[src/bat_regs_params.svh]
// Offsets, field positions, reset values and bus constants of the charge status register bank
`ifndef BAT_REGS_PARAMS_SVH
`define BAT_REGS_PARAMS_SVH

// Register offsets on the two-wire management bus
`define OFS_PATH_CTRL        8'h19
`define OFS_TEMP_REGION_CTRL 8'h1C
`define OFS_REV_TEMP_CTRL    8'h1D
`define OFS_REV_UV_CTRL      8'h1E
`define OFS_STATUS_ONE       8'h21
`define OFS_STATUS_TWO       8'h22

// Reset values
`define RST_TEMP_REGION_CTRL 8'h57
`define RST_REV_TEMP_CTRL    8'h40
`define RST_REV_UV_CTRL      8'h00
`define RST_STATUS_ONE       8'h08
`define RST_STATUS_TWO       8'h00

// Field positions
`define POS_REG_RESET        7
`define POS_WARM_VSET_HI     6
`define POS_WARM_VSET_LO     5
`define POS_WARM_ISET        4
`define POS_COOL_ISET_HI     3
`define POS_COOL_ISET_LO     2
`define POS_PROFILE_EN       1
`define POS_THERM_EN         0
`define POS_REV_HOT_HI       7
`define POS_REV_HOT_LO       6
`define POS_REV_COLD         5
`define POS_REV_UV           5

// Field codes
`define CODE_SUSPEND         2'h0
`define CODE_CUR_40          2'h2
`define CODE_FULL            2'h3
`define CODE_REV_HOT_OFF     2'h3

// Bus framing
`define DEV_ADDR_DEFAULT     7'h6B
`define BITS_PER_BYTE        4'h8

`endif

[src/bat_regs_pkg.sv]
// Types shared by the charge status register bank
package bat_regs_pkg;

	typedef enum logic [3:0] {
		ST_IDLE      = 4'h0,
		ST_ADDR      = 4'h1,
		ST_ADDR_ACK  = 4'h2,
		ST_PTR       = 4'h3,
		ST_PTR_ACK   = 4'h4,
		ST_WDATA     = 4'h5,
		ST_WDATA_ACK = 4'h6,
		ST_RDATA     = 4'h7,
		ST_RDATA_ACK = 4'h8
	} link_state_t;

	typedef enum logic [2:0] {
		TS_NORMAL = 3'h0,
		TS_WARM   = 3'h1,
		TS_COOL   = 3'h2,
		TS_COLD   = 3'h3,
		TS_HOT    = 3'h4
	} ts_region_t;

endpackage : bat_regs_pkg

[src/battery_temp_and_charge_status_regs.sv]
// Temperature control, reverse-mode control and charger status registers behind a two-wire bus
`include "bat_regs_params.svh"
`timescale 1ns/1ps

module battery_temp_and_charge_status_regs
	import bat_regs_pkg::*;
#(
	parameter logic [6:0] DEV_ADDR = `DEV_ADDR_DEFAULT
) (
	input  wire logic       clk_sys,
	input  wire logic       arst_n,
	input  wire logic       scl_in,
	input  wire logic       sda_in,
	output logic            sda_out,
	output logic            sda_oe,
	input  wire logic       adc_done,
	input  wire logic       input_current_limit_active,
	input  wire logic       input_voltage_limit_active,
	input  wire logic       watchdog_expired,
	input  wire logic [2:0] charge_phase,
	input  wire logic       power_good,
	input  wire logic [2:0] thermistor_region,
	input  wire logic [1:0] warm_threshold_select,
	output logic            charge_enable,
	output logic [1:0]      voltage_target_code,
	output logic [1:0]      current_target_code,
	output logic            thermistor_monitor_enable,
	output logic [1:0]      reverse_hot_code,
	output logic            reverse_hot_check_enable,
	output logic            reverse_cold_select,
	output logic            reverse_uv_fixed,
	output logic [1:0]      warm_boundary_code
);

	// Pin synchronisers; the third stage of each bus line only feeds edge detection
	logic [1:0] scl_sync;
	logic [1:0] sda_sync;
	logic       scl_prev;
	logic       sda_prev;

	always_ff @(posedge clk_sys or negedge arst_n) begin
		if (!arst_n) begin
			scl_sync <= 2'h3;
			sda_sync <= 2'h3;
			scl_prev <= 1'b1;
			sda_prev <= 1'b1;
		end else begin
			scl_sync <= {scl_sync[0], scl_in};
			sda_sync <= {sda_sync[0], sda_in};
			scl_prev <= scl_sync[1];
			sda_prev <= sda_sync[1];
		end
	end

	logic scl_s;
	logic sda_s;
	logic scl_rise;
	logic scl_fall;
	logic bus_start;
	logic bus_stop;

	assign scl_s     = scl_sync[1];
	assign sda_s     = sda_sync[1];
	assign scl_rise  = scl_s & ~scl_prev;
	assign scl_fall  = ~scl_s & scl_prev;
	assign bus_start = scl_s & scl_prev & sda_prev & ~sda_s;
	assign bus_stop  = scl_s & scl_prev & ~sda_prev & sda_s;

	// Status inputs come from the analog side, so two stages each
	logic [1:0] adc_done_sync;
	logic [1:0] icl_sync;
	logic [1:0] vil_sync;
	logic [1:0] wd_sync;
	logic [1:0] pg_sync;
	logic [2:0] phase_meta;
	logic [2:0] phase_s;
	logic [2:0] region_meta;
	logic [2:0] region_s;

	always_ff @(posedge clk_sys or negedge arst_n) begin
		if (!arst_n) begin
			adc_done_sync <= 2'h0;
			icl_sync      <= 2'h0;
			vil_sync      <= 2'h0;
			wd_sync       <= 2'h3;
			pg_sync       <= 2'h0;
			phase_meta    <= 3'h0;
			phase_s       <= 3'h0;
			region_meta   <= 3'h0;
			region_s      <= 3'h0;
		end else begin
			adc_done_sync <= {adc_done_sync[0], adc_done};
			icl_sync      <= {icl_sync[0], input_current_limit_active};
			vil_sync      <= {vil_sync[0], input_voltage_limit_active};
			wd_sync       <= {wd_sync[0], watchdog_expired};
			pg_sync       <= {pg_sync[0], power_good};
			phase_meta    <= charge_phase;
			phase_s       <= phase_meta;
			region_meta   <= thermistor_region;
			region_s      <= region_meta;
		end
	end

	// Writable fields
	logic [1:0] warm_voltage_select;
	logic       warm_current_select;
	logic [1:0] cool_current_select;
	logic       four_region_profile_enable;
	logic       thermistor_function_enable;
	logic [1:0] reverse_hot_select;
	logic       reverse_cold_threshold;
	logic       reverse_system_uv_select;

	// Register read image; unmapped offsets and reserved bits read zero
	function automatic logic [7:0] read_reg(input logic [7:0] ofs);
		logic [7:0] val;
		val = 8'h00;
		unique case (ofs)
			`OFS_TEMP_REGION_CTRL: begin
				val[`POS_WARM_VSET_HI:`POS_WARM_VSET_LO] = warm_voltage_select;
				val[`POS_WARM_ISET]                      = warm_current_select;
				val[`POS_COOL_ISET_HI:`POS_COOL_ISET_LO] = cool_current_select;
				val[`POS_PROFILE_EN]                     = four_region_profile_enable;
				val[`POS_THERM_EN]                       = thermistor_function_enable;
			end
			`OFS_REV_TEMP_CTRL: begin
				val[`POS_REV_HOT_HI:`POS_REV_HOT_LO] = reverse_hot_select;
				val[`POS_REV_COLD]                   = reverse_cold_threshold;
			end
			`OFS_REV_UV_CTRL: begin
				val[`POS_REV_UV] = reverse_system_uv_select;
			end
			`OFS_STATUS_ONE: begin
				val = {adc_done_sync[1], icl_sync[1], vil_sync[1], 1'b0, wd_sync[1], phase_s};
			end
			`OFS_STATUS_TWO: begin
				val = {pg_sync[1], region_s, 4'h0};
			end
			default: begin
				val = 8'h00;
			end
		endcase
		return val;
	endfunction : read_reg

	// Bus protocol engine
	link_state_t state;
	logic [3:0]  bit_cnt;
	logic [7:0]  rx_shift;
	logic [7:0]  tx_shift;
	logic [7:0]  reg_ptr;
	logic        read_dir;
	logic        host_ack;
	logic        wr_pulse;
	logic [7:0]  wr_ofs;
	logic [7:0]  wr_data;
	logic [7:0]  next_tx;

	assign next_tx = read_reg(reg_ptr);

	always_ff @(posedge clk_sys or negedge arst_n) begin
		if (!arst_n) begin
			state    <= ST_IDLE;
			bit_cnt  <= 4'h0;
			rx_shift <= 8'h00;
			tx_shift <= 8'h00;
			reg_ptr  <= 8'h00;
			read_dir <= 1'b0;
			host_ack <= 1'b0;
			wr_pulse <= 1'b0;
			wr_ofs   <= 8'h00;
			wr_data  <= 8'h00;
			sda_oe   <= 1'b0;
			sda_out  <= 1'b0;
		end else begin
			wr_pulse <= 1'b0;
			sda_out  <= 1'b0;
			if (bus_start) begin
				state   <= ST_ADDR;
				bit_cnt <= 4'h0;
				sda_oe  <= 1'b0;
			end else if (bus_stop) begin
				state  <= ST_IDLE;
				sda_oe <= 1'b0;
			end else begin
				unique case (state)
					ST_IDLE: begin
						sda_oe <= 1'b0;
					end
					ST_ADDR, ST_PTR, ST_WDATA: begin
						if (scl_rise) begin
							rx_shift <= {rx_shift[6:0], sda_s};
							bit_cnt  <= bit_cnt + 4'h1;
						end else if (scl_fall && bit_cnt == `BITS_PER_BYTE) begin
							bit_cnt <= 4'h0;
							unique case (state)
								ST_ADDR: begin
									if (rx_shift[7:1] == DEV_ADDR) begin
										read_dir <= rx_shift[0];
										sda_oe   <= 1'b1;
										state    <= ST_ADDR_ACK;
									end else begin
										state <= ST_IDLE;
									end
								end
								ST_PTR: begin
									reg_ptr <= rx_shift;
									sda_oe  <= 1'b1;
									state   <= ST_PTR_ACK;
								end
								default: begin
									wr_pulse <= 1'b1;
									wr_ofs   <= reg_ptr;
									wr_data  <= rx_shift;
									reg_ptr  <= reg_ptr + 8'h01;
									sda_oe   <= 1'b1;
									state    <= ST_WDATA_ACK;
								end
							endcase
						end
					end
					ST_ADDR_ACK: begin
						if (scl_fall) begin
							bit_cnt <= 4'h0;
							if (read_dir) begin
								tx_shift <= next_tx;
								sda_oe   <= ~next_tx[7];
								state    <= ST_RDATA;
							end else begin
								sda_oe <= 1'b0;
								state  <= ST_PTR;
							end
						end
					end
					ST_PTR_ACK, ST_WDATA_ACK: begin
						if (scl_fall) begin
							bit_cnt <= 4'h0;
							sda_oe  <= 1'b0;
							state   <= ST_WDATA;
						end
					end
					ST_RDATA: begin
						if (scl_rise) begin
							bit_cnt <= bit_cnt + 4'h1;
						end else if (scl_fall) begin
							if (bit_cnt == `BITS_PER_BYTE) begin
								sda_oe  <= 1'b0;
								reg_ptr <= reg_ptr + 8'h01;
								state   <= ST_RDATA_ACK;
							end else begin
								tx_shift <= {tx_shift[6:0], 1'b0};
								sda_oe   <= ~tx_shift[6];
							end
						end
					end
					ST_RDATA_ACK: begin
						if (scl_rise) begin
							host_ack <= ~sda_s;
						end else if (scl_fall) begin
							bit_cnt <= 4'h0;
							if (host_ack) begin
								tx_shift <= next_tx;
								sda_oe   <= ~next_tx[7];
								state    <= ST_RDATA;
							end else begin
								state <= ST_IDLE;
							end
						end
					end
					default: begin
						state  <= ST_IDLE;
						sda_oe <= 1'b0;
					end
				endcase
			end
		end
	end

	// Register writes; the reset bit is never stored, so it always reads back zero
	logic reg_reset_hit;

	assign reg_reset_hit = wr_pulse && wr_ofs == `OFS_PATH_CTRL && wr_data[`POS_REG_RESET];

	always_ff @(posedge clk_sys or negedge arst_n) begin
		if (!arst_n) begin
			{warm_voltage_select, warm_current_select, cool_current_select,
				four_region_profile_enable, thermistor_function_enable} <= 7'(`RST_TEMP_REGION_CTRL);
			reverse_hot_select       <= 2'(`RST_REV_TEMP_CTRL >> `POS_REV_HOT_LO);
			reverse_cold_threshold   <= 1'b0;
			reverse_system_uv_select <= 1'b0;
		end else if (reg_reset_hit) begin
			{warm_voltage_select, warm_current_select, cool_current_select,
				four_region_profile_enable, thermistor_function_enable} <= 7'(`RST_TEMP_REGION_CTRL);
			reverse_hot_select       <= 2'(`RST_REV_TEMP_CTRL >> `POS_REV_HOT_LO);
			reverse_cold_threshold   <= 1'b0;
			reverse_system_uv_select <= 1'b0;
		end else if (wr_pulse) begin
			unique case (wr_ofs)
				`OFS_TEMP_REGION_CTRL: begin
					warm_voltage_select        <= wr_data[`POS_WARM_VSET_HI:`POS_WARM_VSET_LO];
					warm_current_select        <= wr_data[`POS_WARM_ISET];
					cool_current_select        <= wr_data[`POS_COOL_ISET_HI:`POS_COOL_ISET_LO];
					four_region_profile_enable <= wr_data[`POS_PROFILE_EN];
					thermistor_function_enable <= wr_data[`POS_THERM_EN];
				end
				`OFS_REV_TEMP_CTRL: begin
					reverse_hot_select     <= wr_data[`POS_REV_HOT_HI:`POS_REV_HOT_LO];
					reverse_cold_threshold <= wr_data[`POS_REV_COLD];
				end
				`OFS_REV_UV_CTRL: begin
					reverse_system_uv_select <= wr_data[`POS_REV_UV];
				end
				default: begin
				end
			endcase
		end
	end

	// Effective charge targets from region and settings
	logic [1:0] next_vcode;
	logic [1:0] next_icode;
	ts_region_t region;

	assign region = ts_region_t'(region_s);

	always_comb begin
		next_vcode = `CODE_FULL;
		next_icode = `CODE_FULL;
		if (thermistor_function_enable) begin
			if (region == TS_COLD || region == TS_HOT) begin
				next_vcode = `CODE_SUSPEND;
				next_icode = `CODE_SUSPEND;
			end else if (four_region_profile_enable && region == TS_WARM) begin
				next_vcode = warm_voltage_select;
				next_icode = warm_current_select ? `CODE_FULL : `CODE_CUR_40;
			end else if (four_region_profile_enable && region == TS_COOL) begin
				next_icode = cool_current_select;
			end
		end
	end

	always_ff @(posedge clk_sys or negedge arst_n) begin
		if (!arst_n) begin
			charge_enable       <= 1'b0;
			voltage_target_code <= `CODE_FULL;
			current_target_code <= `CODE_FULL;
		end else begin
			// Suspend in either code stops charging outright
			charge_enable       <= next_vcode != `CODE_SUSPEND && next_icode != `CODE_SUSPEND;
			voltage_target_code <= next_vcode;
			current_target_code <= next_icode;
		end
	end

	always_ff @(posedge clk_sys or negedge arst_n) begin
		if (!arst_n) begin
			thermistor_monitor_enable <= 1'b0;
			reverse_hot_code          <= 2'h0;
			reverse_hot_check_enable  <= 1'b0;
			reverse_cold_select       <= 1'b0;
			reverse_uv_fixed          <= 1'b0;
			warm_boundary_code        <= 2'h0;
		end else begin
			thermistor_monitor_enable <= thermistor_function_enable;
			reverse_hot_code          <= reverse_hot_select;
			reverse_hot_check_enable  <= thermistor_function_enable
				&& reverse_hot_select != `CODE_REV_HOT_OFF;
			reverse_cold_select       <= reverse_cold_threshold;
			reverse_uv_fixed          <= reverse_system_uv_select;
			warm_boundary_code        <= warm_threshold_select;
		end
	end

endmodule : battery_temp_and_charge_status_regs

[config.mk]
export PLATFORM = sky130hd
export DESIGN_NAME = battery_temp_and_charge_status_regs
export DESIGN_NICKNAME = d
export VERILOG_FILES = /design/src/bat_regs_pkg.sv /design/src/battery_temp_and_charge_status_regs.sv
export VERILOG_INCLUDE_DIRS = /design/src
export SDC_FILE = /design/constraint.sdc
export NUM_CORES = 1
export LEC_CHECK = 0
export BUFFER_PORTS_ARGS = -buffer_cell sky130_fd_sc_hd__buf_2
export CAP_MARGIN = 20
export CORE_ASPECT_RATIO = 1.75
export CORE_MARGIN = 2
export CORE_UTILIZATION = 60
export CTS_CLUSTER_DIAMETER = 80
export DETAILED_ROUTE_END_ITERATION = 10
export HOLD_SLACK_MARGIN = 0.05
export PLACE_DENSITY = 0.8
export SLEW_MARGIN = 5
export SYNTH_ARGS = -nofsm -noshare
export SYNTH_HDL_FRONTEND = slang
export SYNTH_SLANG_ARGS = --single-unit
[constraint.sdc]
create_clock -name clk_sys -period 2.47 [get_ports clk_sys]
set_input_delay 0.247 -clock clk_sys [delete_from_list [all_inputs] [get_ports clk_sys]]
set_output_delay 0.247 -clock clk_sys [all_outputs]
set_load 0.005 [all_outputs]
==> flow_metrics.py, run 1 <==
metrics = {
    "sta": {
        "finalSetupViolations": 0,
        "relSlewSlack_pct": 59.41,
        "finalClockSkew_ns": 0.006285,
        "rsz0062_at_grt": "false",
        "hold_viol_final": 0,
        "fmax_mhz": 447.4,
        "min_period_ns": 2.235,
        "tightest_slew_ns": 0.6089,
        "slew_violations": 0,
        "setup_tns_ns": 0,
        "min_period_over_period_pct": 90.49,
    },
    "synthesis": {
        "synth_edf_count": 0,
        "netlist_top_cells_count": "dfrtp_1 (85), nand2_1 (45), o21ai_0 (35), a21oi_1 (30), nor2_1 (30)",
        "syn_nets": 455,
        "synth_area_leader_cell": "dfrtp_1",
        "synth_area_sq_um": 4628,
        "yosysTopAreaCellShare_pct": 45.96,
        "synthCells": 432,
        "synthArstFlopShare_pct": 100.0,
        "ys_seq_elements": 103,
        "yosysMostFrequentCell": "dfrtp_1",
        "yosysSeqAreaShare_pct": 56.18,
        "synthTopCellsByArea": "dfrtp_1 (46%), dfstp_2 (10%), mux2_2 (5.6%)",
        "synth_cell_type_count": 62,
        "synth-main-ff-cell": "dfrtp_1",
        "syn_area_per_cell_sq_um": 10.71,
        "yosysWarningCount": 0,
    },
    "placed_design": {
        "hpwl_mm": 7.678,
        "io_buffer_count": 30,
        "dpl-instance-area_sq_um": 4947,
        "gp_congestion": 0.9365,
    },
    "setup_path": {
        "crit_buf_inv": 0,
        "path_cells": "or4_4 > a21boi_2 > a2bb2oi_2 > o211ai_4 > or4b_1 > nand2_1",
        "start_kind": "flop",
        "rrSetupSlack_ns": 0.23,
        "critPathSlowestCell": "or4_4",
        "critPathMaxStageDelay_ns": 0.55,
        "timing.rr.start": "state[2]",
        "crit_family": "simple AND/OR/NAND/NOR gates",
        "crit_type": "reg2reg",
        "cp_data_required_time_ns": 2.76,
        "worstPathMaxFanout": 14,
        "r2r_end": "bit_cnt[2]",
        "r2r_cells": 6,
        "worst_setup_path_end_kind": "flop",
        "cp.arrival_ns": 2.53,
    },
    "global_routing": {
        "grt_max_degree": 51,
        "antenna_found_initial": 0,
        "grt_pass1_vias": 3720,
        "grt_pass1_wl_mm": 17.39,
        "grt-ovfl-total": 0,
        "track_usage_pct": 26.88,
    },
    "layout": {
        "layout.area.seq_sq_um": 2600,
        "drive_above_1_share_pct": 23.23,
        "n_fill_cell": 556,
        "layout.nets": 513,
        "final_area_sq_um": 5425,
        "area_delta_synth_final_pct": 17.22,
        "multiInputGateArea_sq_um": 1882,
        "n_antenna_cell": 0,
    },
    "clocking": {
        "clock_sinks": 103,
        "cts_resized": 0,
        "cts.htree.levels": 3,
        "tritoncts": "done",
        "post_cts_buffers": 0,
        "clk_latency_ns": 0.35,
        "clkTransAtPathRegs_ns": 0.07,
        "cts-buffers-inserted": 9,
        "cts-root-buf": "clkbuf_16",
        "clk_path_buf_depth": 2,
    },
    "floorplan": {
        "floorplan.initialDensity_pct": 61.59,
        "row_count": 42,
        "fp.dieW_microns": 70.39,
        "die_area_sq_um": 8460,
        "ioPinCount": 32,
        "die_y_microns": 120.2,
        "core-area_sq_um": 7515,
    },
    "routing": {
        "antenna_left": 0,
        "wl_per_cell_microns": 18.06,
        "wl_mm": 10.53,
        "route.met2.wl_mm": 5.745,
        "viasPerCell": 6.125,
        "routed.top_layer": "met4",
        "wl_met3_microns": 369,
        "drt_iter0_markers": 192,
        "vias": 3571,
        "drc": 0,
        "route.layer.met1.wl_mm": 3.826,
        "first_pass_iters": 4,
    },
    "power": {
        "pwr_density_cell_nw_per_um2": 629.4,
        "ir_worst_vdd_mv": 0.4251,
        "p_leak_uw": 0.002391,
    },
    "worst_hold_path": {
        "hold_start": "vil_sync[0]",
        "min_to": "vil_sync[1]",
        "holdPathStages": 0,
        "hold_path.class": "reg2reg",
    },
    "run_status": {
        "status": "completed",
    },
    "run": {
        "maxCapViolations": 0,
    },
}
==> cells by family after synthesis <==
logic type      after synthesis  synth area share, %
mux                          25                6.029
buf+inv                      34                3.163
simple gates                144                16.00
flops                       103                56.18
compound gates              118                16.73
fa+ha+maj                     6                1.622
other cells                   1              0.08103
xor+xnor                      1               0.1893
==> sequential cells by signal (all words and copies together), names as in the netlist, 3 cells and up <==
name         cells
reg_ptr          8
rx_shift         8
wr_data          8
wr_ofs           8
tx_shift         7
bit_cnt          4
state            4
phase_meta       3
phase_s          3
region           3
region_meta      3
==> report_power, final <==
part	leakage (uW)	switching, uW	total, uW	internal (uW)
Sequential	0.00132	41.4	1770	1730
Combinational	0.000919	91.7	167	75.7
Clock	0.000155	664	1470	810
Total	0.00239	797	3410	2620
==> stage by stage <==
step	hold WS (ns)	cells	power (uW)	util, %	setup WS [ns]
after detailed placement	0.2924	551	1954	65.83	0.3007
after global placement	0.2869	551	1947	65.83	0.3744
after global routing	0.3529	583	3517	72.19	0.1674
after CTS	0.3512	583	3439	72.19	0.2824
after floorplan	-0.04859	432	1867	-	0.4404
final	0.3490	583	3415	72.19	0.2348
==> layout by cell type, fill, tap and decap left out, drive strengths merged, types with 7 or more instances in the layout <==
master / Yosys / layout
dfrtp: 85 / 85
buf: 9 / 49
nand2: 45 / 45
o21ai: 35 / 35
a21oi: 30 / 30
nor2: 30 / 30
mux2: 23 / 23
dfstp: 18 / 18
inv: 16 / 18
dlygate4sd3: 0 / 16
nand3: 15 / 15
nor3: 12 / 12
clkbuf: 9 / 9
nand2b: 7 / 7
a32oi: 7 / 7
==> area by class of cell <==
cell class | count | area share (%)
sequential | 103 | 47.92
multi-input combinational | 295 | 34.69
timing repair buffer | 65 | 8.395
clock buffer | 9 | 4.151
tap | 88 | 2.030
clock inverter | 7 | 1.707
inverter | 16 | 1.107
==> how the worst max path moves through the flow <==
stage,endpoint,slack (ns),from,depth (start not counted)
detailed placement,bit_cnt[2],0.30,state[2],6
floorplan,bit_cnt[2],0.44,state[0],7
CTS,bit_cnt[2],0.28,state[2],6
finish,bit_cnt[2],0.23,state[2],6
global route,bit_cnt[2],0.17,scl_prev,6
global placement,bit_cnt[2],0.37,state[2],6
==> layer usage <==
metal  GRT usage [%]  vias to the layer above
li1                -                     1670
met1           27.45                     1724
met2           48.05                      125
met3           5.417                       52
met4           18.39                        0
met5               0                        -
==> what timing repair did <==
item | CTS | global route
hold buffers | 16 | 0
hold endpoints to repair | 53 | 0
endpoints found under the setup margin | 0 | 0
No activity file was read; power rests on OpenSTA's default activity.
==> inputs of run 2 (changes only) <==
- ABC_AREA: unset -> 1
==> flow_metrics.py, run 2 <==
metrics = {
    "run_status": {
        "status": "completed",
    },
    "synthesis": {
        "syn_nets": 581,
        "yosysTopAreaCellShare_pct": 45.21,
        "synth_area_leader_cell": "dfrtp_1",
        "netlist_top_cells_count": "nand2_1 (159), dfrtp_1 (85), inv_1 (62), nand3_1 (55), o21ai_0 (54)",
        "synth_edf_count": 0,
        "yosysSeqAreaShare_pct": 55.27,
        "yosysMostFrequentCell": "nand2_1",
        "synth-main-ff-cell": "dfrtp_1",
        "ys_seq_elements": 103,
        "yosysWarningCount": 0,
        "synthTopCellsByArea": "dfrtp_1 (45%), nand2_1 (13%), dfstp_2 (10%)",
        "synthArstFlopShare_pct": 100.0,
        "synth_area_sq_um": 4705,
        "synth_cell_type_count": 30,
        "synthCells": 558,
        "syn_area_per_cell_sq_um": 8.431,
    },
    "sta": {
        "setup_slack_ns": 0.4606,
        "setup_tns_ns": 0,
        "relSlewSlack_pct": 51.96,
        "hold_viol_final": 0,
        "min_period_over_period_pct": 81.35,
        "finalClockSkew_ns": 0.004818,
        "fmax_mhz": 497.7,
        "finalSetupViolations": 0,
        "tightest_slew_ns": 0.7179,
        "slew_violations": 0,
        "min_period_ns": 2.009,
        "rsz0062_at_grt": "false",
    },
    "floorplan": {
        "fp.dieW_microns": 70.94,
        "die_area_sq_um": 8593,
        "core-area_sq_um": 7567,
        "row_count": 42,
        "floorplan.initialDensity_pct": 62.17,
        "die_y_microns": 121.1,
        "ioPinCount": 32,
    },
    "global_routing": {
        "antenna_found_initial": 0,
        "grt-ovfl-total": 0,
        "grt_max_degree": 74,
        "grt_pass1_vias": 3694,
        "grt_pass1_wl_mm": 17.61,
        "track_usage_pct": 26.55,
    },
    "clocking": {
        "tritoncts": "done",
        "cts.htree.levels": 3,
        "clock_sinks": 103,
        "cts-buffers-inserted": 9,
        "holdBufCountCts": 16,
        "post_cts_buffers": 0,
        "clk_latency_ns": 0.34,
        "clkTransAtPathRegs_ns": 0.07,
        "cts_resized": 0,
        "cts-root-buf": "clkbuf_16",
        "clk_path_buf_depth": 2,
    },
    "layout": {
        "drive_above_1_share_pct": 14.08,
        "mostFrequentLayoutCells": "nand2_1 (159), dfrtp_1 (85), inv_1 (62)",
        "final_common_cell": "nand2_1",
        "final_cells": 699,
        "postLayoutCoreUtil_pct": 71.25,
        "area_delta_synth_final_pct": 14.60,
        "layout.nets": 629,
        "n_antenna_cell": 0,
        "final_area_sq_um": 5391,
    },
    "setup_path": {
        "critPathLaunch": "state[0]",
        "crit_type": "reg2reg",
        "rrSetupSlack_ns": 0.46,
        "cp-endpoint": "tx_shift[5]",
        "r2r_cells": 9,
        "r2r_end": "tx_shift[5]",
        "timing.rr.start": "state[0]",
        "worst_setup_path_end_kind": "flop",
        "worstPathMaxFanout": 13,
        "cp.arrival_ns": 2.24,
        "start_kind": "flop",
        "cp_data_required_time_ns": 2.70,
    },
    "routing": {
        "antenna_left": 0,
        "wl_mm": 10.41,
        "drc": 0,
        "wl_per_cell_microns": 14.89,
        "vias": 3851,
        "viasPerCell": 5.509,
        "drt_iter0_markers": 413,
        "first_pass_iters": 5,
    },
    "power": {
        "p_leak_uw": 0.002574,
        "pwr_density_cell_nw_per_um2": 633.7,
        "ir_worst_vdd_mv": 0.5982,
    },
    "placed_design": {
        "hpwl_mm": 7.640,
        "dpl-instance-area_sq_um": 4917,
        "io_buffer_count": 30,
        "gp_congestion": 0.9252,
        "pre_cts_slack_ns": 0.5011,
        "place_inst": 667,
    },
    "run": {
        "maxCapViolations": 0,
    },
    "worst_hold_path": {
        "hold_path.class": "reg2reg",
    },
}
[run 2: cell count changes after synthesis, moves of 9 or more]
cell / before / now
nand2_1: 45 / 159
a21oi_1: 30 / 9
nor2_2: 0 / 10
mux2_2: 23 / 0
o21ai_0: 35 / 54
inv_1: 16 / 62
nor3_1: 12 / 1
o21ai_1: 0 / 18
nand3_1: 15 / 55
nor2_1: 30 / 39
[run 2: stage by stage]
stage | power [uW] | hold slack, ns
global route | 3527 | 0.3505
finish | 3417 | 0.3492
detailed placement | 1943 | 0.1925
global placement | 1935 | 0.1875
floorplan | 1861 | -0.04859
CTS | 3432 | 0.3503
[run 2: cell families after synthesis]
logic type	synth area share (%)
buffers and inverters	6.835
AOI/OAI and AO/OA	10.08
DFF	55.27
xor gates and xnor gates	0.5586
other	0.07971
adders and majority gates	1.596
and+or+nand+nor	25.59
[run 2: routing by layer]
| metal | up-vias | GRT usage, % | share of wire [%] |
|---|---|---|---|
| li1 | 1884 | - | - |
| met1 | 1830 | 31.56 | 39 |
| met2 | 111 | 47.31 | 54 |
| met3 | 26 | 4.236 | 4.1 |
| met4 | 0 | 10.61 | 2.9 |
| met5 | - | 0 | 0 |
[run 2: final cells by class]
cell class,instances,area [sq um]
multi-input combinational,380,1783
clock buffer,11,232.7
fill,574,2176
inverter,63,236.5
clock inverter,5,81.33
tap,88,110.1
sequential,103,2600
timing repair buffer,49,347.8
[run 2: how the worst min path moves through the flow]
stage	slack, ns	depth (start not counted)	endpoint	from
final	0.35	0	phase_s[0]	phase_meta[0]
after global routing	0.35	0	region[2]	region_meta[2]
after floorplan	-0.05	0	adc_done_sync[0]	arst_n
after detailed placement	0.19	1	thermistor_monitor_enable	arst_n
after global placement	0.19	1	thermistor_monitor_enable	arst_n
after CTS	0.35	0	pg_sync[1]	pg_sync[0]
[run 2: power by group]
part           total, uW  internal [uW]  switching [uW]
Clock               1480            890             595
Combinational        159           59.7            99.6
Sequential          1770           1740            37.2
[run 2: worst max-delay path, stage by stage, from the launching register on]
cell and delay (ns):
dfrtp_1 0.46, nand2_1 0.12, inv_1 0.12, nand2_1 0.29
nand3_1 0.19, nand4_1 0.10, nor2_2 0.33, inv_1 0.14
nand2_1 0.08, nand2_1 0.06
